$ cat src/common/monitor_pkg.sv
// shared constants and types of the monitor adc configuration block
package monitor_pkg;

  // ==========================================================
  // command codes
  localparam logic [7:0] cmd_adc_configuration = 8'hd0;
  localparam logic [7:0] cmd_shunt_voltage_result = 8'hd1;
  localparam logic [7:0] cmd_alert_cause_mask = 8'hd2;

  // ==========================================================
  // reset values and fixed fields
  localparam logic [15:0] adc_config_reset = 16'h4127;
  localparam logic [3:0] adc_config_fixed = 4'h4;
  localparam logic [15:0] shunt_result_reset = 16'h0000;
  localparam logic [7:0] alert_mask_reset = 8'hf0;
  localparam logic [15:0] shunt_full_scale_pos = 16'h7fff;
  localparam logic [15:0] shunt_full_scale_neg = 16'h8000;
  localparam logic [15:0] read_zero = 16'h0000;

  // ==========================================================
  // timing
  localparam int clk_period_ns = 8;
  localparam int conv_time_ns [8] = '{140000, 204000, 332000, 588000,
                                      1100000, 2116000, 4156000, 8244000};
  localparam logic [7:0][20:0] conv_cycles_default = '{
    21'(conv_time_ns[7] / clk_period_ns), 21'(conv_time_ns[6] / clk_period_ns),
    21'(conv_time_ns[5] / clk_period_ns), 21'(conv_time_ns[4] / clk_period_ns),
    21'(conv_time_ns[3] / clk_period_ns), 21'(conv_time_ns[2] / clk_period_ns),
    21'(conv_time_ns[1] / clk_period_ns), 21'(conv_time_ns[0] / clk_period_ns)};

  // log2 of samples averaged: 1,4,16,64,128,256,512,1024
  localparam logic [7:0][3:0] avg_shift_table = '{4'ha, 4'h9, 4'h8, 4'h7,
                                                  4'h6, 4'h4, 4'h2, 4'h0};

  // ==========================================================
  // types
  typedef enum logic [2:0] {
    mode_off_a = 3'h0,
    mode_shunt_trig = 3'h1,
    mode_bus_trig = 3'h2,
    mode_both_trig = 3'h3,
    mode_off_b = 3'h4,
    mode_shunt_cont = 3'h5,
    mode_bus_cont = 3'h6,
    mode_both_cont = 3'h7
  } mode_type;

  typedef enum logic [1:0] {
    seq_idle = 2'h0,
    seq_shunt = 2'h1,
    seq_bus = 2'h3
  } seq_state_type;

  typedef struct packed {
    logic [3:0] fixed;
    logic [2:0] sample_averaging_count;
    logic [2:0] bus_conv_time;
    logic [2:0] shunt_conv_time;
    mode_type mode;
  } adc_config_type;

  typedef struct packed {
    logic pending;
    logic write;
    logic read;
    logic [7:0] code;
    logic [15:0] wdata;
  } host_cmd_type;

  typedef struct packed {
    logic valid;
    logic refused;
    logic [15:0] data;
  } read_answer_type;

endpackage

$ cat src/rtl/monitor_adc_config_alert_mask.sv
// adc configuration, shunt result and alert mask command registers
//
// Overview of operation
// reading the adc configuration leaves settings and running conversion untouched
// writing adc configuration halts conversion, then restarts with new settings
// sixteen bit configuration; top nibble fixed 0100; resets to 4127h
// averaging code selects 1,4,16,64,128,256,512,1024 samples; reset code 000
// bus conversion time bits 8:6, 140 us to 8.244 ms; reset 100
// shunt conversion time bits 5:3, same steps; reset 100 gives 1.1 ms
// mode 0/4 power down, 1-3 triggered, 5-7 continuous; reset 111; the sequencer stays idle from reset until the first configuration write
// shunt result is sixteen bit two's complement, 7fffh is full scale
// with averaging above one, the shunt result holds the average
// shunt result fully read only, magnitude in 14:0, resets to zero
// shunt result uses direct data format only; host reads it so
// a set mask bit keeps that status bit off the alert pin
// mask bit 7 gates conversion ready; resets to one
// mask bit 6 gates adc overflow; resets to one
// mask bit 5 gates power-on-reset event; resets to one
// mask bit 4 gates the or of communication faults; resets to one
// mask bits 3:0 gate power, current, voltage warnings; reset to zero
// writes to fixed configuration bits are ignored
`timescale 1ns/1ps
module monitor_adc_config_alert_mask #(
  parameter int SHUNT_WIDTH = 16,
  parameter int AVG_MAX_LOG2 = 10,
  parameter logic [7:0][20:0] CONV_CYCLES = monitor_pkg::conv_cycles_default
) (
  input wire logic clk_in,
  input wire logic reset_in,
  input monitor_pkg::host_cmd_type host_cmd_in,
  output monitor_pkg::read_answer_type answer_out,
  output monitor_pkg::adc_config_type adc_config_out,
  input wire logic [SHUNT_WIDTH-1:0] shunt_code_in,
  output logic shunt_sample_out,
  output logic bus_sample_out,
  output logic conversion_ready_out,
  output logic adc_overflow_out,
  output logic powered_down_out,
  output logic conversion_busy_out,
  input wire logic [7:0] vendor_status_flags_in,
  output logic alert_request_out
);

  localparam int CT_WIDTH = 21;
  localparam int ROUND_WIDTH = AVG_MAX_LOG2 + 1;
  localparam int ACC_WIDTH = SHUNT_WIDTH + AVG_MAX_LOG2;

  // ==========================================================
  // elaboration checks
  if (SHUNT_WIDTH != 16) begin : g_bad_width
    $error("shunt result must be sixteen bits wide");
  end
  if (AVG_MAX_LOG2 < 10) begin : g_bad_avg
    $error("accumulator too narrow for 1024 samples");
  end
  for (genvar i = 0; i < 8; i++) begin : g_ct_check
    if (CONV_CYCLES[i] == 21'h0) begin : g_zero
      $error("conversion time entry must be at least one cycle");
    end
  end

  // ==========================================================
  // registers and wires
  monitor_pkg::adc_config_type config_q;
  monitor_pkg::adc_config_type config_d;
  logic [SHUNT_WIDTH-1:0] shunt_result_q;
  logic [7:0] alert_mask_q;
  monitor_pkg::read_answer_type answer_q;
  logic signed [ACC_WIDTH-1:0] acc_q;
  logic signed [ACC_WIDTH-1:0] sum_d;
  logic signed [ACC_WIDTH-1:0] sample_ext;
  logic signed [ACC_WIDTH-1:0] avg_shifted;
  logic [SHUNT_WIDTH-1:0] shunt_result_d;
  logic conversion_ready_q;
  logic adc_overflow_q;
  logic alert_request_q;
  logic [7:0] gated_flags;
  logic [15:0] read_data_d;
  logic read_known;
  logic full_scale;

  logic config_write;
  logic mask_write;
  logic restart;
  logic halt;
  logic run;
  logic continuous;
  logic do_shunt;
  logic do_bus;
  logic [3:0] avg_shift;
  logic [ROUND_WIDTH-1:0] avg_rounds;
  logic [CT_WIDTH-1:0] shunt_cycles;
  logic [CT_WIDTH-1:0] bus_cycles;
  logic shunt_sample;
  logic bus_sample;
  logic set_done;
  logic seq_busy;

  // ==========================================================
  // command decode
  assign config_write = host_cmd_in.write &&
                        host_cmd_in.code == monitor_pkg::cmd_adc_configuration;
  assign mask_write = host_cmd_in.write &&
                      host_cmd_in.code == monitor_pkg::cmd_alert_cause_mask;

  // halt then restart
  // pending covers the whole host write sequence; commit restarts
  assign halt = host_cmd_in.pending;
  assign restart = config_write;

  // ==========================================================
  // mode decode
  // decoded from the value being committed, so a restart starts in the new mode
  // mode code meaning
  always_comb begin
    run = 1'b1;
    continuous = 1'b0;
    do_shunt = 1'b0;
    do_bus = 1'b0;
    case (config_d.mode)
      monitor_pkg::mode_shunt_trig: begin
        do_shunt = 1'b1;
      end
      monitor_pkg::mode_bus_trig: begin
        do_bus = 1'b1;
      end
      monitor_pkg::mode_both_trig: begin
        do_shunt = 1'b1;
        do_bus = 1'b1;
      end
      monitor_pkg::mode_shunt_cont: begin
        continuous = 1'b1;
        do_shunt = 1'b1;
      end
      monitor_pkg::mode_bus_cont: begin
        continuous = 1'b1;
        do_bus = 1'b1;
      end
      monitor_pkg::mode_both_cont: begin
        continuous = 1'b1;
        do_shunt = 1'b1;
        do_bus = 1'b1;
      end
      default: begin
        // both power-down codes
        run = 1'b0;
      end
    endcase
  end

  // averaging sample count
  assign avg_shift = monitor_pkg::avg_shift_table[config_d.sample_averaging_count];
  assign avg_rounds = ROUND_WIDTH'(1) << avg_shift;

  // bus conversion time
  assign bus_cycles = CONV_CYCLES[config_d.bus_conv_time];

  // shunt conversion time
  assign shunt_cycles = CONV_CYCLES[config_d.shunt_conv_time];

  // ==========================================================
  // adc configuration register
  // fixed nibble and reset pattern
  // fixed bits ignore writes
  always_comb begin
    config_d = config_q;
    if (config_write) begin
      config_d = {monitor_pkg::adc_config_fixed, host_cmd_in.wdata[11:0]};
    end
  end

  always_ff @(posedge clk_in or posedge reset_in) begin
    if (reset_in) begin
      config_q <= monitor_pkg::adc_config_reset;
    end else begin
      config_q <= config_d;
    end
  end

  // ==========================================================
  // alert cause mask register
  always_ff @(posedge clk_in or posedge reset_in) begin
    if (reset_in) begin
      alert_mask_q <= monitor_pkg::alert_mask_reset;
    end else if (mask_write) begin
      alert_mask_q <= host_cmd_in.wdata[7:0];
    end
  end

  // ==========================================================
  // conversion timing
  conversion_sequencer #(
    .CT_WIDTH(CT_WIDTH),
    .ROUND_WIDTH(ROUND_WIDTH)
  ) u_sequencer (
    .clk_in(clk_in),
    .reset_in(reset_in),
    .restart_in(restart),
    .halt_in(halt),
    .run_in(run),
    .continuous_in(continuous),
    .do_shunt_in(do_shunt),
    .do_bus_in(do_bus),
    .shunt_cycles_in(shunt_cycles),
    .bus_cycles_in(bus_cycles),
    .rounds_in(avg_rounds),
    .shunt_sample_out(shunt_sample),
    .bus_sample_out(bus_sample),
    .set_done_out(set_done),
    .busy_out(seq_busy)
  );

  assign shunt_sample_out = shunt_sample;
  assign bus_sample_out = bus_sample;

  // ==========================================================
  // shunt averaging
  // sign extended two's complement sum
  assign sample_ext = ACC_WIDTH'($signed(shunt_code_in));
  assign sum_d = shunt_sample ? acc_q + sample_ext : acc_q;

  // average by arithmetic shift
  // truncates toward minus infinity; cheaper than a rounding adder
  assign avg_shifted = sum_d >>> avg_shift;
  assign shunt_result_d = avg_shifted[SHUNT_WIDTH-1:0];

  always_ff @(posedge clk_in or posedge reset_in) begin
    if (reset_in) begin
      acc_q <= '0;
    end else if (restart || set_done) begin
      acc_q <= '0;
    end else if (shunt_sample && !halt) begin
      acc_q <= sum_d;
    end
  end

  // ==========================================================
  // shunt voltage result register
  // read only, loaded only by conversions
  always_ff @(posedge clk_in or posedge reset_in) begin
    if (reset_in) begin
      shunt_result_q <= monitor_pkg::shunt_result_reset;
    end else if (set_done && do_shunt) begin
      shunt_result_q <= shunt_result_d;
    end
  end

  // ==========================================================
  // conversion events
  always_ff @(posedge clk_in or posedge reset_in) begin
    if (reset_in) begin
      conversion_ready_q <= 1'b0;
    end else begin
      conversion_ready_q <= set_done;
    end
  end

  // either end of the range counts; clipped and exact codes look alike
  assign full_scale = shunt_code_in == monitor_pkg::shunt_full_scale_pos ||
                      shunt_code_in == monitor_pkg::shunt_full_scale_neg;

  always_ff @(posedge clk_in or posedge reset_in) begin
    if (reset_in) begin
      adc_overflow_q <= 1'b0;
    end else begin
      adc_overflow_q <= shunt_sample && full_scale;
    end
  end

  assign conversion_ready_out = conversion_ready_q;
  assign adc_overflow_out = adc_overflow_q;
  // settled mode, not the one being written
  assign powered_down_out = config_q.mode[1:0] == 2'h0;
  assign conversion_busy_out = seq_busy;

  // ==========================================================
  // alert gating
  // per bit gate
  // bit 7 conversion ready
  // bit 6 adc overflow
  // bit 5 power-on-reset event
  // bit 4 communication fault or
  // bits 3:0 input warnings
  for (genvar b = 0; b < 8; b++) begin : g_alert_gate
    assign gated_flags[b] = vendor_status_flags_in[b] && !alert_mask_q[b];
  end

  always_ff @(posedge clk_in or posedge reset_in) begin
    if (reset_in) begin
      alert_request_q <= 1'b0;
    end else begin
      alert_request_q <= |gated_flags;
    end
  end

  assign alert_request_out = alert_request_q;

  // ==========================================================
  // read answers
  // reads have no side effect
  // result returned raw, direct format
  always_comb begin
    read_data_d = monitor_pkg::read_zero;
    read_known = 1'b1;
    case (host_cmd_in.code)
      monitor_pkg::cmd_adc_configuration: begin
        read_data_d = config_q;
      end
      monitor_pkg::cmd_shunt_voltage_result: begin
        read_data_d = shunt_result_q;
      end
      monitor_pkg::cmd_alert_cause_mask: begin
        read_data_d = {8'h00, alert_mask_q};
      end
      default: begin
        read_known = 1'b0;
      end
    endcase
  end

  always_ff @(posedge clk_in or posedge reset_in) begin
    if (reset_in) begin
      answer_q <= '0;
    end else if (host_cmd_in.read) begin
      answer_q.valid <= 1'b1;
      answer_q.refused <= !read_known;
      answer_q.data <= read_data_d;
    end else if (host_cmd_in.write) begin
      // writes answer too: refused for result and unknown codes
      answer_q.valid <= 1'b1;
      answer_q.data <= monitor_pkg::read_zero;
      answer_q.refused <= !(config_write || mask_write);
    end else begin
      answer_q.valid <= 1'b0;
      answer_q.refused <= 1'b0;
    end
  end

  assign answer_out = answer_q;

  // ==========================================================
  // configuration view
  assign adc_config_out = config_q;

endmodule

$ cat src/rtl/conversion_sequencer.sv
// conversion timing and averaging round sequencer
`timescale 1ns/1ps
module conversion_sequencer #(
  parameter int CT_WIDTH = 21,
  parameter int ROUND_WIDTH = 11
) (
  input wire logic clk_in,
  input wire logic reset_in,
  input wire logic restart_in,
  input wire logic halt_in,
  input wire logic run_in,
  input wire logic continuous_in,
  input wire logic do_shunt_in,
  input wire logic do_bus_in,
  input wire logic [CT_WIDTH-1:0] shunt_cycles_in,
  input wire logic [CT_WIDTH-1:0] bus_cycles_in,
  input wire logic [ROUND_WIDTH-1:0] rounds_in,
  output logic shunt_sample_out,
  output logic bus_sample_out,
  output logic set_done_out,
  output logic busy_out
);

  monitor_pkg::seq_state_type state_q;
  monitor_pkg::seq_state_type first_state;
  logic [CT_WIDTH-1:0] count_q;
  logic [ROUND_WIDTH-1:0] round_q;
  logic step;
  logic shunt_last;
  logic bus_last;
  logic round_end;
  logic last_round;

  // ==========================================================
  // stage decode
  assign step = !halt_in && !restart_in;
  assign shunt_last = state_q == monitor_pkg::seq_shunt &&
                      count_q == shunt_cycles_in - CT_WIDTH'(1);
  assign bus_last = state_q == monitor_pkg::seq_bus &&
                    count_q == bus_cycles_in - CT_WIDTH'(1);
  assign round_end = bus_last || (shunt_last && !do_bus_in);
  assign last_round = round_q == rounds_in - ROUND_WIDTH'(1);
  assign first_state = do_shunt_in ? monitor_pkg::seq_shunt : monitor_pkg::seq_bus;

  assign shunt_sample_out = step && shunt_last;
  assign bus_sample_out = step && bus_last;
  assign set_done_out = step && round_end && last_round;
  assign busy_out = state_q != monitor_pkg::seq_idle;

  // ==========================================================
  // state, count and round
  always_ff @(posedge clk_in or posedge reset_in) begin
    if (reset_in) begin
      state_q <= monitor_pkg::seq_idle;
      count_q <= '0;
      round_q <= '0;
    end else if (restart_in) begin
      count_q <= '0;
      round_q <= '0;
      state_q <= run_in ? first_state : monitor_pkg::seq_idle;
    end else if (!halt_in) begin
      case (state_q)
        monitor_pkg::seq_idle: begin
          count_q <= '0;
        end
        monitor_pkg::seq_shunt, monitor_pkg::seq_bus: begin
          if (shunt_last || bus_last) begin
            count_q <= '0;
          end else begin
            count_q <= count_q + CT_WIDTH'(1);
          end
          if (shunt_last && do_bus_in) begin
            state_q <= monitor_pkg::seq_bus;
          end else if (round_end && last_round) begin
            round_q <= '0;
            state_q <= continuous_in ? first_state : monitor_pkg::seq_idle;
          end else if (round_end) begin
            round_q <= round_q + ROUND_WIDTH'(1);
            state_q <= first_state;
          end
        end
        default: begin
          state_q <= monitor_pkg::seq_idle;
        end
      endcase
    end
  end

endmodule

$ cat config.mk
export PLATFORM = sky130hd
export DESIGN_NAME = monitor_adc_config_alert_mask
export DESIGN_NICKNAME = d
export VERILOG_FILES = /design/src/common/monitor_pkg.sv /design/src/rtl/monitor_adc_config_alert_mask.sv /design/src/rtl/conversion_sequencer.sv
export SDC_FILE = /design/constraint.sdc
export NUM_CORES = 1
export LEC_CHECK = 0
export ABC_AREA = 0
export BUFFER_PORTS_ARGS = -buffer_cell sky130_fd_sc_hd__buf_2
export CORE_UTILIZATION = 60
export CTS_CLUSTER_DIAMETER = 30
export DETAILED_ROUTE_END_ITERATION = 6
export GPL_ROUTABILITY_DRIVEN = 0
export PLACE_DENSITY = 0.79
export RECOVER_POWER = 100
export SYNTH_ARGS = -nofsm -noshare
export SYNTH_HDL_FRONTEND = slang
export SYNTH_HIERARCHICAL = 1
export SYNTH_SLANG_ARGS = --single-unit
export TNS_END_PERCENT = 1
$ cat constraint.sdc
create_clock -name clk_in -period 8.6 [get_ports clk_in]
set_input_delay 1.29 -clock clk_in [delete_from_list [all_inputs] [get_ports clk_in]]
set_output_delay 1.29 -clock clk_in [all_outputs]
set_load 0.02 [all_outputs]
==> run_results.csv <==
group,metric,value,unit
global_routing,grt_max_degree,76,
clock_tree,insertion_delay,430,ps
setup_path,path_buf_inv,7,
pwr,p_clk_frac,0.435,
setup_path,crit_path_top_delay_cell,"buf_4",
timing,max_slew.worst_pin.slew,4109,ps
routing,vias_per_cell,6.550,
synth,seq_area_frac_synth,0.2674,
pwr,p_total,1.671,mW
global_routing,grt_usage,0.3448,
setup_path,critPathKind,"in -> out",
setup_path,path_delay_family,"simple AND/OR/NAND/NOR gates",
setup_path,worstPathRequired,7310,ps
finish,seq_area,0.002939,mm2
synth,synth_xor_area_frac,0.05738,
routing,drtAntennaViolNets,0,
clock_tree,cts_tree,"yes",
finish,final_nets,1563,
clock_tree,postCtsSetupBuffers,0,
synth,synth_fa_ha_area_frac,0.04850,
die,dieArea,0.01886,mm2
clock_tree,root_buffer,"clkbuf_16",
global_routing,first_global_vias,9936,
pwr,irDropWorstVdd,0.1504,mV
synth,ys.flop_type,"dfrtp_1",
finish,num_antenna_cells,0,
synth,synth-seq-cells,117,
setup_path,worst-path-max-fanout,42,
die,die_y,137.3,um
pwr,p_switching,0.5409,mW
routing,drt-initial-drc-count,1002,
pwr,power_leakage,5.178,nW
die,rows,49,
routing,drc_errors,0,
synth,synth_edf_count,0,
setup_path,arrival,6620,ps
timing,finalHoldViolations,0,
timing,fin_crit,7911,ps
pwr,internal-power,1.130,mW
timing,finalSetupTns,0,ps
setup_path,crit_path_start_kind,"primary input",
timing,setup_viol,0,
synth,yosys_warnings,6,
clock_tree,cts.htree.levels,4,
timing,fin_crit_sh,0.9199,
setup_path,crit_path_max_incr_delay,540,ps
clock_tree,cts_resized,0,
routing,totalWireLength,32270,um
synth,synth_top_family_by_area,"simple AND/OR/NAND/NOR gates",
die,core,0.01796,mm2
finish,area_growth,10.16,%
timing,fin_skew,10.17,ps
finish,multiInputGateArea,0.007572,mm2
finish,drive_gt1_frac,0.1053,
placed_design,dpl_cell_area,0.01164,mm2
clock_tree,cts_buffers,17,
die,initial_utilization,0.6118,
clock_tree,clock_sinks,117,
setup_path,r2r-start,"adc_config_out[3]$_DFF_PP0_",
synth,async_flop_share,1.000,
run_status,status,"finished, violations left",
global_routing,antenna_found_initial,0,
global_routing,grt-ovfl-total,0,
global_routing,grt_pass1_wl,50820,um
hold_path,min-delay-start,"answer_out[10]$_DFFE_PP0P_",
routing,wire_per_inst,18.87,um
timing,maxSlewViolCount,111,
synth,syn_avg_cell_area,7.923,um2
synth,syn_area,0.01099,mm2
timing,max_slew_margin,-1.739,
finish,final_common_cell,"nand2_1",
routing,drt_pass1_iterations,6,
setup_path,r2r_slack,2810,ps
setup_path,startpoint,"host_cmd_in[16]",
finish,fillCellCount,1508,
die,io_pins,94,
pwr,pwr-share-comb,0.197,
pwr,p_seq_frac,0.368,
clock_tree,clk_pin_slew,60,ps
flow_run,maxCapViolCount,2,
pwr,sw_frac_of_total,0.3238,
timing,holdWs,486.7,ps
die,die_w,137.3,um
synth,synth.distinct_cells,92,
synth,netlist_instances,1387,
setup_path,cp_cell_sequence,"buf_2 -> or3b_1 -> or4_1 -> buf_4 -> clkinvlp_2 -> nand2_1 -> nand2_1 -> inv_1 -> ha_1 -> a21oi_1 -> nor4_1 -> clkbuf_1 -> nor2_1 -> nor4b_1 -> nand4_1 -> or3_1 -> nor4_1 -> buf_4 -> clkbuf_1",
placed_design,dp_hpwl,23730,um
clock_tree,cts_hold_buf,0,
setup_path,end_kind,"output pin",
timing,rsz0062_at_grt,"no",
clock_tree,cts.path.max_buffers,2,
pwr,powerDensity,138.0,mW/mm2
synth,yosys.area_share.simple,0.2710,
synth,synth_compound_area_frac,0.2304,
finish,final_area,0.01211,mm2
routing,vias,11200,
hold_path,hold_path.class,"reg -> reg",
run_status,violations,"capacitance limit, slew limit",
synth,synthMuxAreaShare,0.07230,
timing,fmaxAchievable,0.1264,GHz
finish,final_cell_mix,"nand2_1 (148), nor2_1 (109), dfrtp_1 (108)",
placed_design,port_buffers,85,
[Yosys cell counts (all sizes together) (11+ instances only)]
cell    instances  area, um2
a211oi         20      150.1
a21o           23      172.7
a21oi          81      405.4
a31oi          12      75.07
and3           22      137.6
buf            25      145.1
clkbuf         57      214.0
dfrtp         108       2703
ha             41      513.0
inv            56      210.2
mux2           20      225.2
mux2i          52      524.3
nand2         148      555.5
nand2b         15      93.84
nand3          45      225.2
nand4          27      168.9
nor2          112      439.2
nor2b          15      93.84
nor3           52      260.3
nor3b          11      82.58
nor4           28      217.7
o211ai         23      172.7
o21ai          88      440.4
o31ai          14      110.1
or2            13      81.33
or3            22      142.6
or4            14      120.1
xnor2          46      402.9
xor2           26      227.7
[cells by family (layout without fill, tap and decap cells)]
logic type / Yosys count / count (layout)
and+or+nand+nor: 567 / 567
adders and majority gates: 42 / 42
muxes: 74 / 74
xor gates and xnor gates: 72 / 72
other: 2 / 43
DFF: 117 / 117
AOI/OAI and AO/OA: 374 / 374
buffers and inverters: 139 / 192
[flip-flops by register name (all words and copies together), names as in the netlist, 2 cells and up]
| name | flops |
|---|---|
| acc_q | 26 |
| u_sequencer/count_q | 21 |
| answer_out | 18 |
| shunt_result_q | 16 |
| adc_config_out | 12 |
| u_sequencer/round_q | 11 |
| alert_mask_q | 8 |
| u_sequencer/state_q | 2 |
[through the flow]
| step | std cells | worst slack, ps | utilization |
|---|---|---|---|
| 2_1_floorplan | 1428 | 726.8 | - |
| 3_3_place_gp | 1678 | 887.4 | 0.6483 |
| 3_5_place_dp | 1678 | 782.4 | 0.6483 |
| 4_1_cts | 1710 | 1082 | 0.6813 |
| 5_1_grt | 1710 | 391.8 | 0.6739 |
| 6_report | 1710 | 689.0 | 0.6739 |
[power by group through the flow]
stage               clock network [mW]  registers (mW)  logic (mW)
floorplan                            0           0.598       0.268
global placement                     0           0.621       0.319
detailed placement                   0           0.622       0.327
CTS                              0.734           0.613       0.330
global route                     0.757           0.618       0.364
finish                           0.727           0.614       0.329
[area by class of cell]
cell class	count	share of cell area
Tap cell	229	0.02367
Clock buffer	17	0.03514
Multi-Input combinational cell	1172	0.6255
Inverter	57	0.01788
Sequential cell	117	0.2428
Clock inverter	15	0.01395
Timing Repair Buffer	103	0.04103
[tightest hold or removal path, stage by stage (launching register included)]
cell and delay (ps):
dfrtp_1 340, nand2_1 50, o21ai_0 60
[layer usage]
layer,share of wire,track usage
met1,0.44,0.4889
met2,0.44,0.5132
met3,0.093,0.07432
met4,0.027,0.1215
met5,0,0
[worst paths after layout]
path,to,cells after the start
setup reg to reg,shunt_result_q[1]$_DFFE_PP0P_,19
min in group asynchronous,acc_q[14]$_DFFE_PP0P_,2
hold / removal,answer_out[10]$_DFFE_PP0P_,2
hold reg to reg,answer_out[10]$_DFFE_PP0P_,2
max in group asynchronous,adc_config_out[4]$_DFF_PP0_,3
setup / recovery,shunt_sample_out,19
Note: power is estimated with default switching activity, not from simulation.
